[src/dscp_regs.vh]
// Constants for the serial command port: frame layout, addresses, fields, reset values
`ifndef DSCP_REGS_VH
`define DSCP_REGS_VH
`define DSCP_FRAME_BITS 24
`define DSCP_CNT_W 5
`define DSCP_ADDR_HI 23
`define DSCP_ADDR_LO 16
`define DSCP_DATA_HI 15
`define DSCP_ADDR_NOP 8'h00
`define DSCP_ADDR_DATA 8'h01
`define DSCP_ADDR_READ 8'h02
`define DSCP_ADDR_CTRL 8'h55
`define DSCP_ADDR_SRST 8'h56
`define DSCP_ADDR_CONF 8'h57
`define DSCP_ADDR_GAIN 8'h58
`define DSCP_ADDR_ZERO 8'h59
`define DSCP_ADDR_WDOG 8'h95
`define DSCP_SEL_HI 5
`define DSCP_RSEL_STAT 2'h0
`define DSCP_RSEL_DATA 2'h1
`define DSCP_RSEL_CTRL 2'h2
`define DSCP_RSEL_CONF 6'h0b
`define DSCP_RSEL_GAIN 6'h13
`define DSCP_RSEL_ZERO 6'h17
`define DSCP_SPAN_HI 2
`define DSCP_SPAN_BAD 3'h4
`define DSCP_CLRSEL_BIT 15
`define DSCP_OVR_BIT 14
`define DSCP_DUAL_BIT 8
`define DSCP_ISPAN_HI 10
`define DSCP_ISPAN_LO 9
`define DSCP_RST_BIT 0
`define DSCP_SR_BUSY_BIT 1
`define DSCP_LOW_NIBBLE 16'hfff0
`define DSCP_ZERO16 16'h0000
`define DSCP_ZERO24 24'h000000
`define DSCP_MID16 16'h8000
`define DSCP_ISPAN_OFF 2'h0
`define DSCP_ISPAN_4_20 2'h1
`define DSCP_ISPAN_0_20 2'h2
`define DSCP_ISPAN_0_24 2'h3
`define DSCP_ST_OFF 4'h0
`define DSCP_ST_V5 4'h1
`define DSCP_ST_V10 4'h2
`define DSCP_ST_B5 4'h3
`define DSCP_ST_B10 4'h4
`define DSCP_ST_I4_20 4'h5
`define DSCP_ST_I0_20 4'h6
`define DSCP_ST_I0_24 4'h7
`define DSCP_SPAN_I4_20 3'h5
`define DSCP_SPAN_I0_20 3'h6
`define DSCP_SPAN_I0_24 3'h7
`define DSCP_NUM_PINS 4
`define DSCP_PIN_SCLK 0
`define DSCP_PIN_SDI 1
`define DSCP_PIN_LATCH 2
`define DSCP_PIN_CLRSEL 3
`define DSCP_PIN_IDLE 4'h1
`endif

[src/dscp_port.v]
// Serial command port with register file and output span decode
// Notes on behaviour
// - Forbidden span code keeps previous span
// - Span change reloads converter data with clear
// - Overrange bit widens voltage spans ten percent
// - Dual mode: span 1xx disables voltage output
// - Current span: off, 4-20, 0-20, 0-24
// - Frame: address byte, then data word
// - MSB first, one bit per rising edge
// - Shift always; commit on every strobe rise
// - Shift register clears to zero on reset
// - Address 00 no-op, 01 writes data
// - 55 control, 56 reset, 57 configuration
// - 58 gain, 59 zero, 95 watchdog restart
// - Read: request frame, then answer frame
// - Read selector is data bits 5..0
// - Readback MSB first on falling edges
// - Low bits 00/01/10: status/data/control
// - 001011 config, 010011 gain, 010111 zero
// - Single mode span code table
// - Twelve-bit variant uses bits 15..4
`timescale 1ns/1ps
`include "dscp_regs.vh"

module dscp_port #(
	parameter TWELVE_BIT = 0
) (
	input wire sys_clk_in,
	input wire srst_in,
	input wire sclk_in,
	input wire sdi_in,
	input wire latch_in,
	input wire clear_value_select_in,
	input wire [15:0] fault_flags_in,
	output reg sdo_out,
	output reg voltage_output_en_out,
	output reg current_output_en_out,
	output reg span_extend_ten_percent_out,
	output reg [3:0] voltage_span_out,
	output reg [3:0] current_span_out,
	output reg [15:0] converter_data_out,
	output reg [15:0] control_settings_out,
	output reg [15:0] configuration_settings_out,
	output reg [15:0] gain_trim_out,
	output reg [15:0] zero_trim_out,
	output reg soft_reset_out,
	output reg watchdog_restart_out
);

////////////////////////////////////////////////////////////////////////////////
// Synchronisers for the pins
// Every pin comes from the host's domain, so each one passes two flops before
// any logic reads it. The serial clock is only sampled, never used as a clock:
// the host must hold each level for at least three system clocks, which caps
// the serial rate well below the pin's own limit. That was traded for a
// design with a single clock domain and no crossing of data words.
wire [3:0] pin_raw;
wire [3:0] pin_idle = `DSCP_PIN_IDLE;
wire [3:0] pin_sync;
genvar gi;

assign pin_raw[`DSCP_PIN_SCLK] = sclk_in;
assign pin_raw[`DSCP_PIN_SDI] = sdi_in;
assign pin_raw[`DSCP_PIN_LATCH] = latch_in;
assign pin_raw[`DSCP_PIN_CLRSEL] = clear_value_select_in;

// One two-stage chain per pin; only the second stage is read
generate
	for (gi = 0; gi < `DSCP_NUM_PINS; gi = gi + 1) begin : g_sync
		reg meta_q;
		reg stable_q;
		always @(posedge sys_clk_in) begin
			if (srst_in) begin
				// Idle level, so no false edge follows reset
				meta_q <= pin_idle[gi];
				stable_q <= pin_idle[gi];
			end else begin
				meta_q <= pin_raw[gi];
				stable_q <= meta_q;
			end
		end
		assign pin_sync[gi] = stable_q;
	end
endgenerate

wire sclk_s = pin_sync[`DSCP_PIN_SCLK];
wire sdi_s = pin_sync[`DSCP_PIN_SDI];
wire latch_s = pin_sync[`DSCP_PIN_LATCH];
wire clrsel_s = pin_sync[`DSCP_PIN_CLRSEL];

// Edge detectors on the synchronised clock and strobe
reg sclk_last_q, latch_last_q;
wire sclk_rise = sclk_s & ~sclk_last_q;
wire sclk_fall = ~sclk_s & sclk_last_q;
wire latch_rise = latch_s & ~latch_last_q;

always @(posedge sys_clk_in) begin
	if (srst_in) begin
		sclk_last_q <= pin_idle[`DSCP_PIN_SCLK];
		latch_last_q <= pin_idle[`DSCP_PIN_LATCH];
	end else begin
		sclk_last_q <= sclk_s;
		latch_last_q <= latch_s;
	end
end

////////////////////////////////////////////////////////////////////////////////
// Input shift register; a strobe rise only copies, never gates shifting
reg [23:0] shift_q;
wire [7:0] addr = shift_q[`DSCP_ADDR_HI:`DSCP_ADDR_LO];
wire [15:0] word = shift_q[`DSCP_DATA_HI:0];
// Low nibble dropped on the twelve-bit part
wire [15:0] word_m = TWELVE_BIT ? (word & `DSCP_LOW_NIBBLE) : word;

always @(posedge sys_clk_in) begin
	if (srst_in) begin
		shift_q <= `DSCP_ZERO24;
	end else if (sclk_rise) begin
		// Data is sampled in the cycle the rise is seen; both took the same path
		shift_q <= {shift_q[`DSCP_FRAME_BITS-2:0], sdi_s};
	end
end

////////////////////////////////////////////////////////////////////////////////
// Span decode of the written control word
wire [2:0] new_span = word[`DSCP_SPAN_HI:0];
wire span_bad = (new_span == `DSCP_SPAN_BAD);
wire [2:0] cur_span = control_settings_out[`DSCP_SPAN_HI:0];
wire span_change = !span_bad && (new_span != cur_span);
// Clear value: pin or bit select; midscale for unipolar voltage, zero otherwise
// Bipolar spans clear to code zero, the negative end of the range
wire clear_value_select = clrsel_s | word[`DSCP_CLRSEL_BIT];
wire [15:0] clear_val = (clear_value_select && (new_span[2:1] == 2'h0)) ? `DSCP_MID16 : `DSCP_ZERO16;

////////////////////////////////////////////////////////////////////////////////
// Commit: write decode and read request capture
// The selector is taken straight from the request frame, so the answer is
// ready at its own commit and can leave in the very next frame
wire [5:0] rd_sel = word[`DSCP_SEL_HI:0];
reg [15:0] rd_word;

// Full selector codes win over the two-bit short codes
always @* begin
	rd_word = `DSCP_ZERO16;
	if (rd_sel == `DSCP_RSEL_CONF)
		rd_word = configuration_settings_out;
	else if (rd_sel == `DSCP_RSEL_GAIN)
		rd_word = gain_trim_out;
	else if (rd_sel == `DSCP_RSEL_ZERO)
		rd_word = zero_trim_out;
	else begin
		case (rd_sel[1:0])
			`DSCP_RSEL_STAT: rd_word = fault_flags_in;
			`DSCP_RSEL_DATA: rd_word = converter_data_out;
			`DSCP_RSEL_CTRL: rd_word = control_settings_out;
			default: rd_word = `DSCP_ZERO16;
		endcase
	end
end

always @(posedge sys_clk_in) begin
	if (srst_in) begin
		converter_data_out <= `DSCP_ZERO16;
		control_settings_out <= `DSCP_ZERO16;
		configuration_settings_out <= `DSCP_ZERO16;
		gain_trim_out <= `DSCP_ZERO16;
		zero_trim_out <= `DSCP_ZERO16;
		soft_reset_out <= 1'b0;
		watchdog_restart_out <= 1'b0;
	end else begin
		soft_reset_out <= 1'b0;
		watchdog_restart_out <= 1'b0;
		// Commit copies whatever the shift register holds; no frame check here
		if (latch_rise) begin
			case (addr)
				`DSCP_ADDR_NOP: ;
				`DSCP_ADDR_DATA: converter_data_out <= word_m;
				// Read request changes no register; the readback shifter acts
				`DSCP_ADDR_READ: ;
				`DSCP_ADDR_CTRL: begin
					if (span_bad)
						control_settings_out <= {word[15:3], cur_span};
					else
						control_settings_out <= word;
					if (span_change)
						converter_data_out <= clear_val;
				end
				`DSCP_ADDR_SRST: soft_reset_out <= word[`DSCP_RST_BIT];
				`DSCP_ADDR_CONF: configuration_settings_out <= word;
				`DSCP_ADDR_GAIN: gain_trim_out <= word_m;
				`DSCP_ADDR_ZERO: zero_trim_out <= word_m;
				`DSCP_ADDR_WDOG: watchdog_restart_out <= 1'b1;
				default: ;
			endcase
		end
	end
end

////////////////////////////////////////////////////////////////////////////////
// Readback shifter, loaded at the commit of a read request
reg [23:0] out_q;

always @(posedge sys_clk_in) begin
	if (srst_in) begin
		out_q <= `DSCP_ZERO24;
		sdo_out <= 1'b0;
	end else if (latch_rise) begin
		// Read request is answered in the following frame; sdo itself is
		// left alone so it only ever moves after a falling serial edge
		if (addr == `DSCP_ADDR_READ)
			out_q <= {addr, rd_word};
		else
			out_q <= `DSCP_ZERO24;
	end else if (sclk_fall) begin
		sdo_out <= out_q[`DSCP_FRAME_BITS-1];
		out_q <= {out_q[`DSCP_FRAME_BITS-2:0], 1'b0};
	end
end

////////////////////////////////////////////////////////////////////////////////
// Output span decode from control and configuration
wire dual = configuration_settings_out[`DSCP_DUAL_BIT];
wire [1:0] ispan = configuration_settings_out[`DSCP_ISPAN_HI:`DSCP_ISPAN_LO];
reg v_en_d;
reg i_en_d;
reg [3:0] v_span_d;
reg [3:0] i_span_d;

// Next values of both outputs; registered below so every pin is a flop
always @* begin
	v_en_d = ~cur_span[`DSCP_SPAN_HI];
	v_span_d = `DSCP_ST_OFF;
	i_en_d = 1'b0;
	i_span_d = `DSCP_ST_OFF;
	// Voltage span codes map onto state codes by a fixed offset
	if (!cur_span[`DSCP_SPAN_HI])
		v_span_d = {2'h0, cur_span[1:0]} + `DSCP_ST_V5;
	if (dual) begin
		// Dual mode: current span comes from configuration only
		i_en_d = (ispan != `DSCP_ISPAN_OFF);
		case (ispan)
			`DSCP_ISPAN_4_20: i_span_d = `DSCP_ST_I4_20;
			`DSCP_ISPAN_0_20: i_span_d = `DSCP_ST_I0_20;
			`DSCP_ISPAN_0_24: i_span_d = `DSCP_ST_I0_24;
			default: i_span_d = `DSCP_ST_OFF;
		endcase
	end else begin
		// Single mode: the upper span codes pick the current output
		i_en_d = cur_span[`DSCP_SPAN_HI];
		case (cur_span)
			`DSCP_SPAN_I4_20: i_span_d = `DSCP_ST_I4_20;
			`DSCP_SPAN_I0_20: i_span_d = `DSCP_ST_I0_20;
			`DSCP_SPAN_I0_24: i_span_d = `DSCP_ST_I0_24;
			default: i_span_d = `DSCP_ST_OFF;
		endcase
	end
end

// Output registers; one cycle behind the control words they follow
always @(posedge sys_clk_in) begin
	if (srst_in) begin
		voltage_output_en_out <= 1'b0;
		current_output_en_out <= 1'b0;
		span_extend_ten_percent_out <= 1'b0;
		voltage_span_out <= `DSCP_ST_OFF;
		current_span_out <= `DSCP_ST_OFF;
	end else begin
		// Overrange only meaningful for voltage spans
		span_extend_ten_percent_out <= control_settings_out[`DSCP_OVR_BIT];
		voltage_output_en_out <= v_en_d;
		voltage_span_out <= v_span_d;
		current_output_en_out <= i_en_d;
		current_span_out <= i_span_d;
	end
end

endmodule

[config.mk]
export PLATFORM = sky130hd
export DESIGN_NAME = dscp_port
export DESIGN_NICKNAME = d
export VERILOG_FILES = /design/src/dscp_port.v
export VERILOG_INCLUDE_DIRS = /design/src
export SDC_FILE = /design/constraint.sdc
export NUM_CORES = 1
export LEC_CHECK = 0
export BUFFER_PORTS_ARGS = -buffer_cell sky130_fd_sc_hd__buf_2
export CAP_MARGIN = 20
export CORE_UTILIZATION = 55
export CTS_CLUSTER_SIZE = 10
export DETAILED_ROUTE_END_ITERATION = 7
export PLACE_DENSITY = 0.82
export SYNTH_ARGS = -nofsm -noshare
export SYNTH_HDL_FRONTEND = slang
export SYNTH_SLANG_ARGS = --single-unit
[constraint.sdc]
create_clock -name sys_clk_in -period 2.9 [get_ports sys_clk_in]
set_input_delay 0.29 -clock sys_clk_in [delete_from_list [all_inputs] [get_ports sys_clk_in]]
set_output_delay 0.29 -clock sys_clk_in [all_outputs]
set_load 0.05 [all_outputs]
==> results.yml, run 1 <==
status:
  status: "finished clean"
routing:
  num_vias: 5871
  drt-initial-drc-count: 545
  routed_wl_um: 18200
  wl_per_cell_um: 18.9
  drc: 0
  antenna_left: 0
  post_drt_via_cell_ratio: 6.12
  first_pass_iters: 6
logic_synthesis:
  syn-cell-area_um2: 6290
  ys.flop_type: "dfxtp_1"
  synth_cell_types: 50
  postSynthAreaPerCell_um2: 8.84
  yosys_warnings: 0
  synth_seq_cells: 150
  synth-edff-count: 0
  syn_inst: 711
  async_flop_share: 0
  synth_seq_area_share: 0.478
die:
  dieWidth_um: 109
  core_area_um2: 11000
  start_util: 0.572
  rows: 38
  ioPinCount: 116
  die_h_um: 109
  dieArea_um2: 11900
flow_run:
  cap_violations: 0
global_routing:
  grt_pass1_vias: 5437
  grt_antenna_before_repair: 0
  grt_max_degree: 48
  grt_overflow: 0
  grt_pass1_wl_um: 28200
  grtUsageTotal: 0.316
power_and_ir_drop:
  clkPwrFrac: 0.521
  switching_share: 0.214
  power_frac_comb: 0.033
  p_leak_uw: 0.00326
  switchingPower_uw: 1000
  ir_drop_uv: 416
  power.density_nw_per_um2: 615
  pwr-share-seq: 0.446
  p_int_uw: 3690
sta:
  post-route-min-period_ns: 2.40
  clock_skew_ns: 0.00917
  grt_setup_unrepaired: "no"
  setup_violations: 0
  max_freq_mhz: 417
  fin_crit_sh: 0.827
  slew_headroom: 0.335
  fin_ws_ns: 0.502
  final.setup.tns_ns: 0
  slew_violations: 0
  worst_pin_slew_ns: 0.998
  hold_viol: 0
critical_path:
  critPathSlowestCell: "or4_1"
  critPathBufInv: 1
  startpoint_type: "flip-flop"
  critPathArrivalTime_ns: 2.73
  r2r_setup_slack_ns: 0.50
  cp_max_fo: 17
  setup.worst_path.end_class: "flip-flop"
  crit_family: "simple AND/OR/NAND/NOR gates"
  slowest_delay_ns: 0.53
  crit_required_ns: 3.23
  path_cells: "or4_1 > or4_4 > nor3b_4 > buf_4 > o221ai_1 > a211oi_1"
  path_class: "flip-flop to flip-flop"
cts:
  cts_hold_buf: 0
  clk_latency_ns: 0.43
  cts_resized: 0
  cts-root-buf: "clkbuf_16"
  cts_tree: "yes"
  htree_levels: 4
  clock-sinks: 150
  clk_pin_slew_ns: 0.06
  post-cts-setup-buffers: 0
  cts_buffers: 17
  cts.path.max_buffers: 2
worst_hold_path:
  min_path_type: "input pin to flip-flop"
final_layout:
  antenna_cells: 0
  fin_cells: 960
  area_growth_pct: 21.3
  fillCellCount: 843
  final_nets: 832
  fin_util: 0.694
  drive_gt1_frac: 0.239
placed_design:
  dp_hpwl_um: 12300
  io_buffer_count: 113
  gp_congestion: 0.888
  place_worst_setup_slack_ns: 0.549
  placed_cells: 928
-- per-layer routing --
metal / global-route usage / vias up / share of wire
li1: - / 2672 / -
met1: 0.399 / 2743 / 0.39
met2: 0.502 / 390 / 0.47
met3: 0.0705 / 66 / 0.10
met4: 0.171 / 0 / 0.038
met5: 0 / - / 0
-- flip-flops by register name (all words and copies together) (netlist names) --
register                     cells
converter_data_out              16
out_q                           24
g_sync.meta_q                    4
configuration_settings_out      16
watchdog_restart_out             1
shift_q                         24
soft_reset_out                   1
span_extend_ten_percent_out      1
sclk_last_q                      1
current_output_en_out            1
voltage_output_en_out            1
sdo_out                          1
latch_last_q                     1
control_settings_out            16
zero_trim_out                   16
gain_trim_out                   16
clrsel_s                         1
g_sync.stable_q                  3
current_span_out                 3
voltage_span_out                 3
-- area by class of cell --
type / instances / area (µm²) / area share
Tap cell: 140 / 175 / 0.0230
Clock inverter: 14 / 221 / 0.0290
Clock buffer: 18 / 439 / 0.0576
Sequential cell: 150 / 3000 / 0.394
Multi-Input combinational cell: 499 / 3030 / 0.398
Inverter: 3 / 11.3 / 0.00148
Timing Repair Buffer: 136 / 741 / 0.0972
-- stage by stage --
stage,total power (µW),instance area [µm²],hold WS [ns]
after global routing,4810,7620,0.0469
after CTS,4700,7620,0.0383
after global placement,2280,6960,0.419
final,4690,7620,0.0458
after floorplan,2240,6290,0.389
after detailed placement,2290,6960,0.429
-- power groups by stage --
stage,Clock [µW],Sequential (µW),Combinational [µW]
floorplan,0,2140,103
global placement,0,2140,143
detailed placement,0,2140,149
CTS,2460,2090,150
global route,2550,2100,164
finish,2440,2090,153
-- cells in the final DEF, fill, tap and decap left out, drive strengths merged, types with 3 or more instances in the layout --
| master | synthesis | final |
|---|---|---|
| bufinv | 0 | 5 |
| nor2b | 16 | 16 |
| buf | 9 | 136 |
| clkinv | 0 | 3 |
| nand2b | 19 | 19 |
| nor2 | 77 | 77 |
| mux2i | 51 | 51 |
| o21ai | 38 | 38 |
| nand2 | 121 | 121 |
| nand3b | 3 | 3 |
| dfxtp | 150 | 150 |
| inv | 3 | 6 |
| or2 | 3 | 3 |
| a211oi | 15 | 15 |
| a21oi | 70 | 70 |
| clkbuf | 51 | 18 |
| clkinvlp | 0 | 3 |
| a22o | 15 | 15 |
| o221ai | 15 | 15 |
| nor3 | 5 | 5 |
| a221o | 16 | 16 |
| ha | 3 | 3 |
-- cell usage after synthesis (2+ instances only) --
cell type    n  area, µm²
dfxtp_1    150       3000
nand2_1    121        454
nor2_1      77        289
a21oi_1     70        350
clkbuf_1    51        191
mux2i_1     51        510
o21ai_0     38        190
nand2b_1    19        119
a221o_1     16        160
nor2b_1     16        100
a22o_1      15        131
a211oi_2     8        100
o221ai_2     8        120
a211oi_1     7       52.6
o221ai_1     7       61.3
buf_2        5       25.0
nor3_1       5       25.0
ha_1         3       37.5
inv_1        3       11.3
nand3b_1     3       22.5
or2_2        3       18.8
and2_1       2       12.5
and3_1       2       12.5
buf_4        2       15.0
nand3_1      2       10.0
nand4b_1     2       17.5
o211ai_1     2       15.0
-- path summary, 6_finish.rpt --
check	end	startpoint	depth (start not counted)
max	out_q[7]	shift_q[19]	6
min	g_sync[0].meta_q	sclk_in	2
max reg2reg	out_q[7]	shift_q[19]	6
min reg2reg	g_sync[0].stable_q	g_sync[0].meta_q	1
-- kinds of logic after synthesis --
kind of cell | share of synthesized area
AOI/OAI and AO/OA | 0.199
xor gates and xnor gates | 0.00139
adders and majority gates | 0.00597
buffers and inverters | 0.0416
DFF | 0.478
muxes | 0.0812
other | 0.000596
and+or+nand+nor | 0.193
No activity file was read; power rests on OpenSTA's default activity.
==> inputs of run 2 (changes only) <==
- clock period: 2.9 -> 2.3 ns (I/O delays scaled with it)
==> run 2 against run 1 <==
Against the previous run:
- the flow now finishes with violations (setup timing)
- first-iteration DRC count grew 57%
- clock power grew 25%
- sequential share of layout area shrank 0.69 points
- routed wire length grew 5.1%
- global-route usage grew 1.2 points
- die area is the same
- register-to-register slack lost 0.51 ns
- maximum frequency grew 4.0%
- largest cell class unchanged
- largest power group unchanged
==> results.yml, run 2 (synthesized netlist as in run 1, its figures left out) <==
global_routing:
  grt_overflow: 0
  grt_pass1_wl_um: 29000
  grt_use_met3: 0.0699
  grt_max_degree: 47
  grt_antenna_before_repair: 0
  grt-busiest-layer: "met2"
  grtUsageTotal: 0.328
  grt_pass1_vias: 5394
  grtUsageMet1: 0.436
  met2_usage: 0.500
routing:
  drt-initial-drc-count: 858
  routed_wl_um: 19100
  drc: 0
  post_drt_via_cell_ratio: 6.14
  first_pass_iters: 6
  antenna_left: 0
  wl_per_cell_um: 19.6
  num_vias: 5969
cts:
  htree_levels: 4
  cts_tree: "yes"
  clk_pin_slew_ns: 0.06
  clk_latency_ns: 0.42
  cts_buffers: 17
  clock-sinks: 150
  cts.path.max_buffers: 2
  post-cts-setup-buffers: 0
  cts-root-buf: "clkbuf_16"
critical_path:
  critPathArrivalTime_ns: 2.64
  crit-reg2reg-capture: "out_q[1]"
  setup.worst_path.end_class: "flip-flop"
  r2r_cells: 6
  startpoint_type: "flip-flop"
  critPathSlowestCell: "or4_1"
  path_class: "flip-flop to flip-flop"
  r2r_setup_slack_ns: -0.006
  startpoint: "shift_q[19]"
  slowest_delay_ns: 0.51
  cp_max_fo: 17
  path_cells: "or4_1 > or4_4 > nor3b_4 > buf_12 > o221ai_1 > a211oi_2"
  r2r_start: "shift_q[19]"
  crit_required_ns: 2.64
final_layout:
  largestRegisters: "out_q: 24 flops, shift_q: 24 flops"
  final_cell_mix: "150 x dfxtp_1, 121 x nand2_1, 112 x buf_2, 77 x nor2_1, 70 x a21oi_1"
  final_common_cell: "dfxtp_1"
  final_nets: 845
  drive_gt1_frac: 0.248
  antenna_cells: 0
  fin_cells: 972
  area_growth_pct: 23.4
die:
  die_h_um: 109
  rows: 38
  core_area_um2: 11000
  ioPinCount: 116
  start_util: 0.572
  dieArea_um2: 11900
  dieWidth_um: 109
sta:
  worst_pin_slew_ns: 0.642
  max_freq_mhz: 434
  clock_skew_ns: 0.00664
  setup_violations: 1
  hold_viol: 0
  fin_ws_ns: -0.00573
  fin_crit_sh: 1.00
  slew_violations: 0
  post-route-min-period_ns: 2.31
  slew_headroom: 0.571
power_and_ir_drop:
  p_total_uw: 5890
  ir_drop_uv: 473
  power.density_nw_per_um2: 759
  p_leak_uw: 0.00334
worst_hold_path:
  min_path_type: "input pin to flip-flop"
  hold_depth: 2
  min_to: "g_sync[3].meta_q"
  hold_start: "clear_value_select_in"
status:
  failed_checks: "setup timing"
  status: "complete, but fails checks"
placed_design:
  io_buffer_count: 113
  place_worst_setup_slack_ns: 0.108
  placed_cells: 939
  dp_hpwl_um: 12700
  gp_congestion: 0.945
flow_run:
  cap_violations: 0
run 2: cell count changes in the layout (fill, tap and decap cells not counted), moves of 2 or more:
cell	delta
buf_4	+9
buf_12	+3
clkbuf_1	+3
inv_6	-3
a211oi_1	-2
a211oi_2	+2
clkbuf_8	+2
clkinv_4	-2
run 2: repair_timing:
item	CTS	global route
hold buffers	1	0
endpoints found under the hold margin	1	0
resized for setup	0	2
setup endpoints to repair	0	2
run 2: cell type report:
class	instances	area, µm²
Timing Repair Buffer	149	878
Multi-Input combinational cell	499	3040
Inverter	3	11.3
Fill cell	799	3220
Clock buffer	23	478
Tap cell	140	175
Clock inverter	8	170
Sequential cell	150	3000
run 2: per-stage QoR:
| stage | utilization | instance area [µm²] | setup TNS (ns) | hold slack [ns] |
|---|---|---|---|---|
| after global routing | 0.706 | 7760 | -0.0714 | 0.0348 |
| after detailed placement | 0.645 | 7080 | 0 | 0.401 |
| after CTS | 0.705 | 7740 | 0 | 0.00741 |
| after floorplan | - | 6290 | 0 | 0.334 |
| after global placement | 0.645 | 7080 | 0 | 0.395 |
| final | 0.706 | 7760 | -0.00573 | 0.0149 |
run 2: critical path, delay by kind of cell (launching register included):
kind	cells	cell delay, ns
DFF	1	0.30
AOI/OAI and AO/OA	2	0.49
buffers and inverters	1	0.19
and+or+nand+nor	3	1.24
run 2: worst max-delay path by stage:
| stage | to | slack, ns | depth (start not counted) |
|---|---|---|---|
| 2_1_floorplan | converter_data_out[10] | 0.05 | 7 |
| 3_3_place_gp | out_q[6] | 0.16 | 6 |
| 3_5_place_dp | out_q[10] | 0.11 | 5 |
| 4_1_cts | out_q[1] | 0.03 | 5 |
| 5_1_grt | out_q[1] | -0.07 | 6 |
| 6_report | out_q[1] | -0.006 | 6 |
run 2: power by group:
group | internal (µW) | switching (µW)
clock | 2000 | 1040
sequential | 2630 | 16.0
combinational | 66.0 | 138
run 2: metal layers:
layer,wire [µm],vias to the layer above,part of all wire
met5,0,-,0
met4,790,0,0.041
met3,2130,69,0.11
met2,8650,417,0.45
met1,7530,2791,0.39
li1,-,2692,-
==> inputs of run 3 (changes only) <==
- CORE_UTILIZATION: 55 -> 45
- PLACE_DENSITY: 0.82 -> not set
- PLACE_DENSITY_LB_ADDON: not set -> 0.1
==> run 3 against run 2 <==
Against the previous run:
- the run now ends clean
- highest routed layer unchanged
- maximum frequency increased by 2.6%
- final area increased by 0.11%
- largest cell class unchanged
- worst setup slack improved by 0.059 ns
- global-route usage decreased by 6.4 points
- clock skew about the same
==> results.yml, run 3 (synthesized netlist as in run 1, its figures left out) <==
power_and_ir_drop:
  switching_share: 0.224
  pwr-share-seq: 0.475
  switchingPower_uw: 1240
  ir_drop_uv: 454
  clkPwrFrac: 0.489
  power_frac_comb: 0.035
  p_leak_uw: 0.00332
  p_int_uw: 4310
  power.density_nw_per_um2: 715
placed_design:
  io_buffer_count: 113
  dp_hpwl_um: 12900
  placed_cells: 977
  gp_congestion: 0.888
die:
  start_util: 0.467
  die_h_um: 120
  ioPinCount: 116
  dieWidth_um: 120
  rows: 42
  dieArea_um2: 14400
  core_area_um2: 13500
routing:
  drc: 0
  routed_wl_um: 18700
  antenna_left: 0
  drt-initial-drc-count: 430
  post_drt_via_cell_ratio: 5.62
  wl_per_cell_um: 18.5
  first_pass_iters: 5
  num_vias: 5695
cts:
  cts_buffers: 17
  htree_levels: 4
  clk_latency_ns: 0.43
  clock-sinks: 150
  cts_tree: "yes"
  cts.path.max_buffers: 2
  clk_pin_slew_ns: 0.06
  cts-root-buf: "clkbuf_16"
sta:
  final.setup.tns_ns: 0
  max_freq_mhz: 445
  worst_pin_slew_ns: 0.719
  clock_skew_ns: 0.00704
  post-route-min-period_ns: 2.25
  slew_violations: 0
  fin_crit_sh: 0.977
  hold_viol: 0
  setup_violations: 0
  grt_setup_unrepaired: "yes"
  slew_headroom: 0.520
global_routing:
  grtUsageMet1: 0.359
  grt_use_met3: 0.0557
  met2_usage: 0.403
  grtUsageTotal: 0.263
  grt_pass1_vias: 5289
  grt_antenna_before_repair: 0
  grt-busiest-layer: "met2"
  grt_max_degree: 55
  grt_pass1_wl_um: 28800
  grt_overflow: 0
final_layout:
  final_nets: 849
  final_common_cell: "dfxtp_1"
  area_growth_pct: 23.5
  final_cell_mix: "150 x dfxtp_1, 121 x nand2_1, 112 x buf_2, 77 x nor2_1, 70 x a21oi_1"
  drive_gt1_frac: 0.251
  antenna_cells: 0
  fin_util: 0.577
  largestRegisters: "out_q: 24 flops, shift_q: 24 flops"
  fin_cells: 1013
worst_hold_path:
  min_path_type: "input pin to flip-flop"
critical_path:
  path_class: "flip-flop to flip-flop"
  setup.worst_path.end_class: "flip-flop"
  critPathArrivalTime_ns: 2.57
  cp_max_fo: 6
  crit_required_ns: 2.63
  startpoint_type: "flip-flop"
status:
  status: "finished clean"
flow_run:
  cap_violations: 0
-- run 3: worst max-delay path, cell delays in order, from the launching register on --
cell,delay (ns)
dfxtp_1,0.30
or4_1,0.50
or4_4,0.48
nor3b_4,0.20
buf_6,0.15
buf_12,0.11
o221ai_1,0.10
a211oi_1,0.29
-- run 3: cell type report --
| class | count | area, µm² |
|---|---|---|
| inverters | 3 | 11.3 |
| clock inverters | 12 | 129 |
| clock buffers | 20 | 447 |
| repair buffers | 153 | 920 |
| multi-input cells | 499 | 3040 |
| flip-flops and latches | 150 | 3000 |
| fillers | 1227 | 5690 |
| well taps | 176 | 220 |
-- run 3: metrics by stage --
step / power (µW) / hold WS, ns / worst slack [ns] / cell area, µm²
finish: 5560 / 0.0120 / 0.0529 / 7770
global route: 5710 / 0.0173 / -0.0129 / 7770
CTS: 5580 / 0.00199 / 0.0629 / 7730
detailed placement: 2890 / 0.403 / 0.0844 / 7130
global placement: 2880 / 0.399 / 0.115 / 7130
floorplan: 2830 / 0.334 / 0.0477 / 6290
-- run 3: final timing paths --
kind / start / to / slack [ns] / cells after the start
hold / removal: clear_value_select_in / g_sync[3].meta_q / 0.01 / 2
setup reg to reg: shift_q[19] / out_q[5] / 0.05 / 7
setup / recovery: shift_q[19] / out_q[5] / 0.05 / 7
hold reg to reg: g_sync[0].meta_q / g_sync[0].stable_q / 0.41 / 1
-- run 3: power groups by stage --
stage | logic (µW) | clock network (µW) | registers, µW
2_1_floorplan | 130 | 0 | 2700
3_3_place_gp | 188 | 0 | 2700
3_5_place_dp | 192 | 0 | 2700
4_1_cts | 195 | 2750 | 2640
5_1_grt | 213 | 2860 | 2640
6_report | 196 | 2720 | 2640
-- run 3: timing repair --
item / CTS / global route
endpoints found under the setup margin: 0 / 8
gates resized for setup: 0 / 2
hold endpoints to repair: 2 / 0
buffers inserted: 0 / 1
hold buffers: 2 / 0
-- run 3: routing by layer --
layer  vias to the layer above  routed length [µm]
li1                       2698                   -
met5                         -                   0
met3                        31                1070
met2                       185                8500
met4                         0                 453
met1                      2781                8700
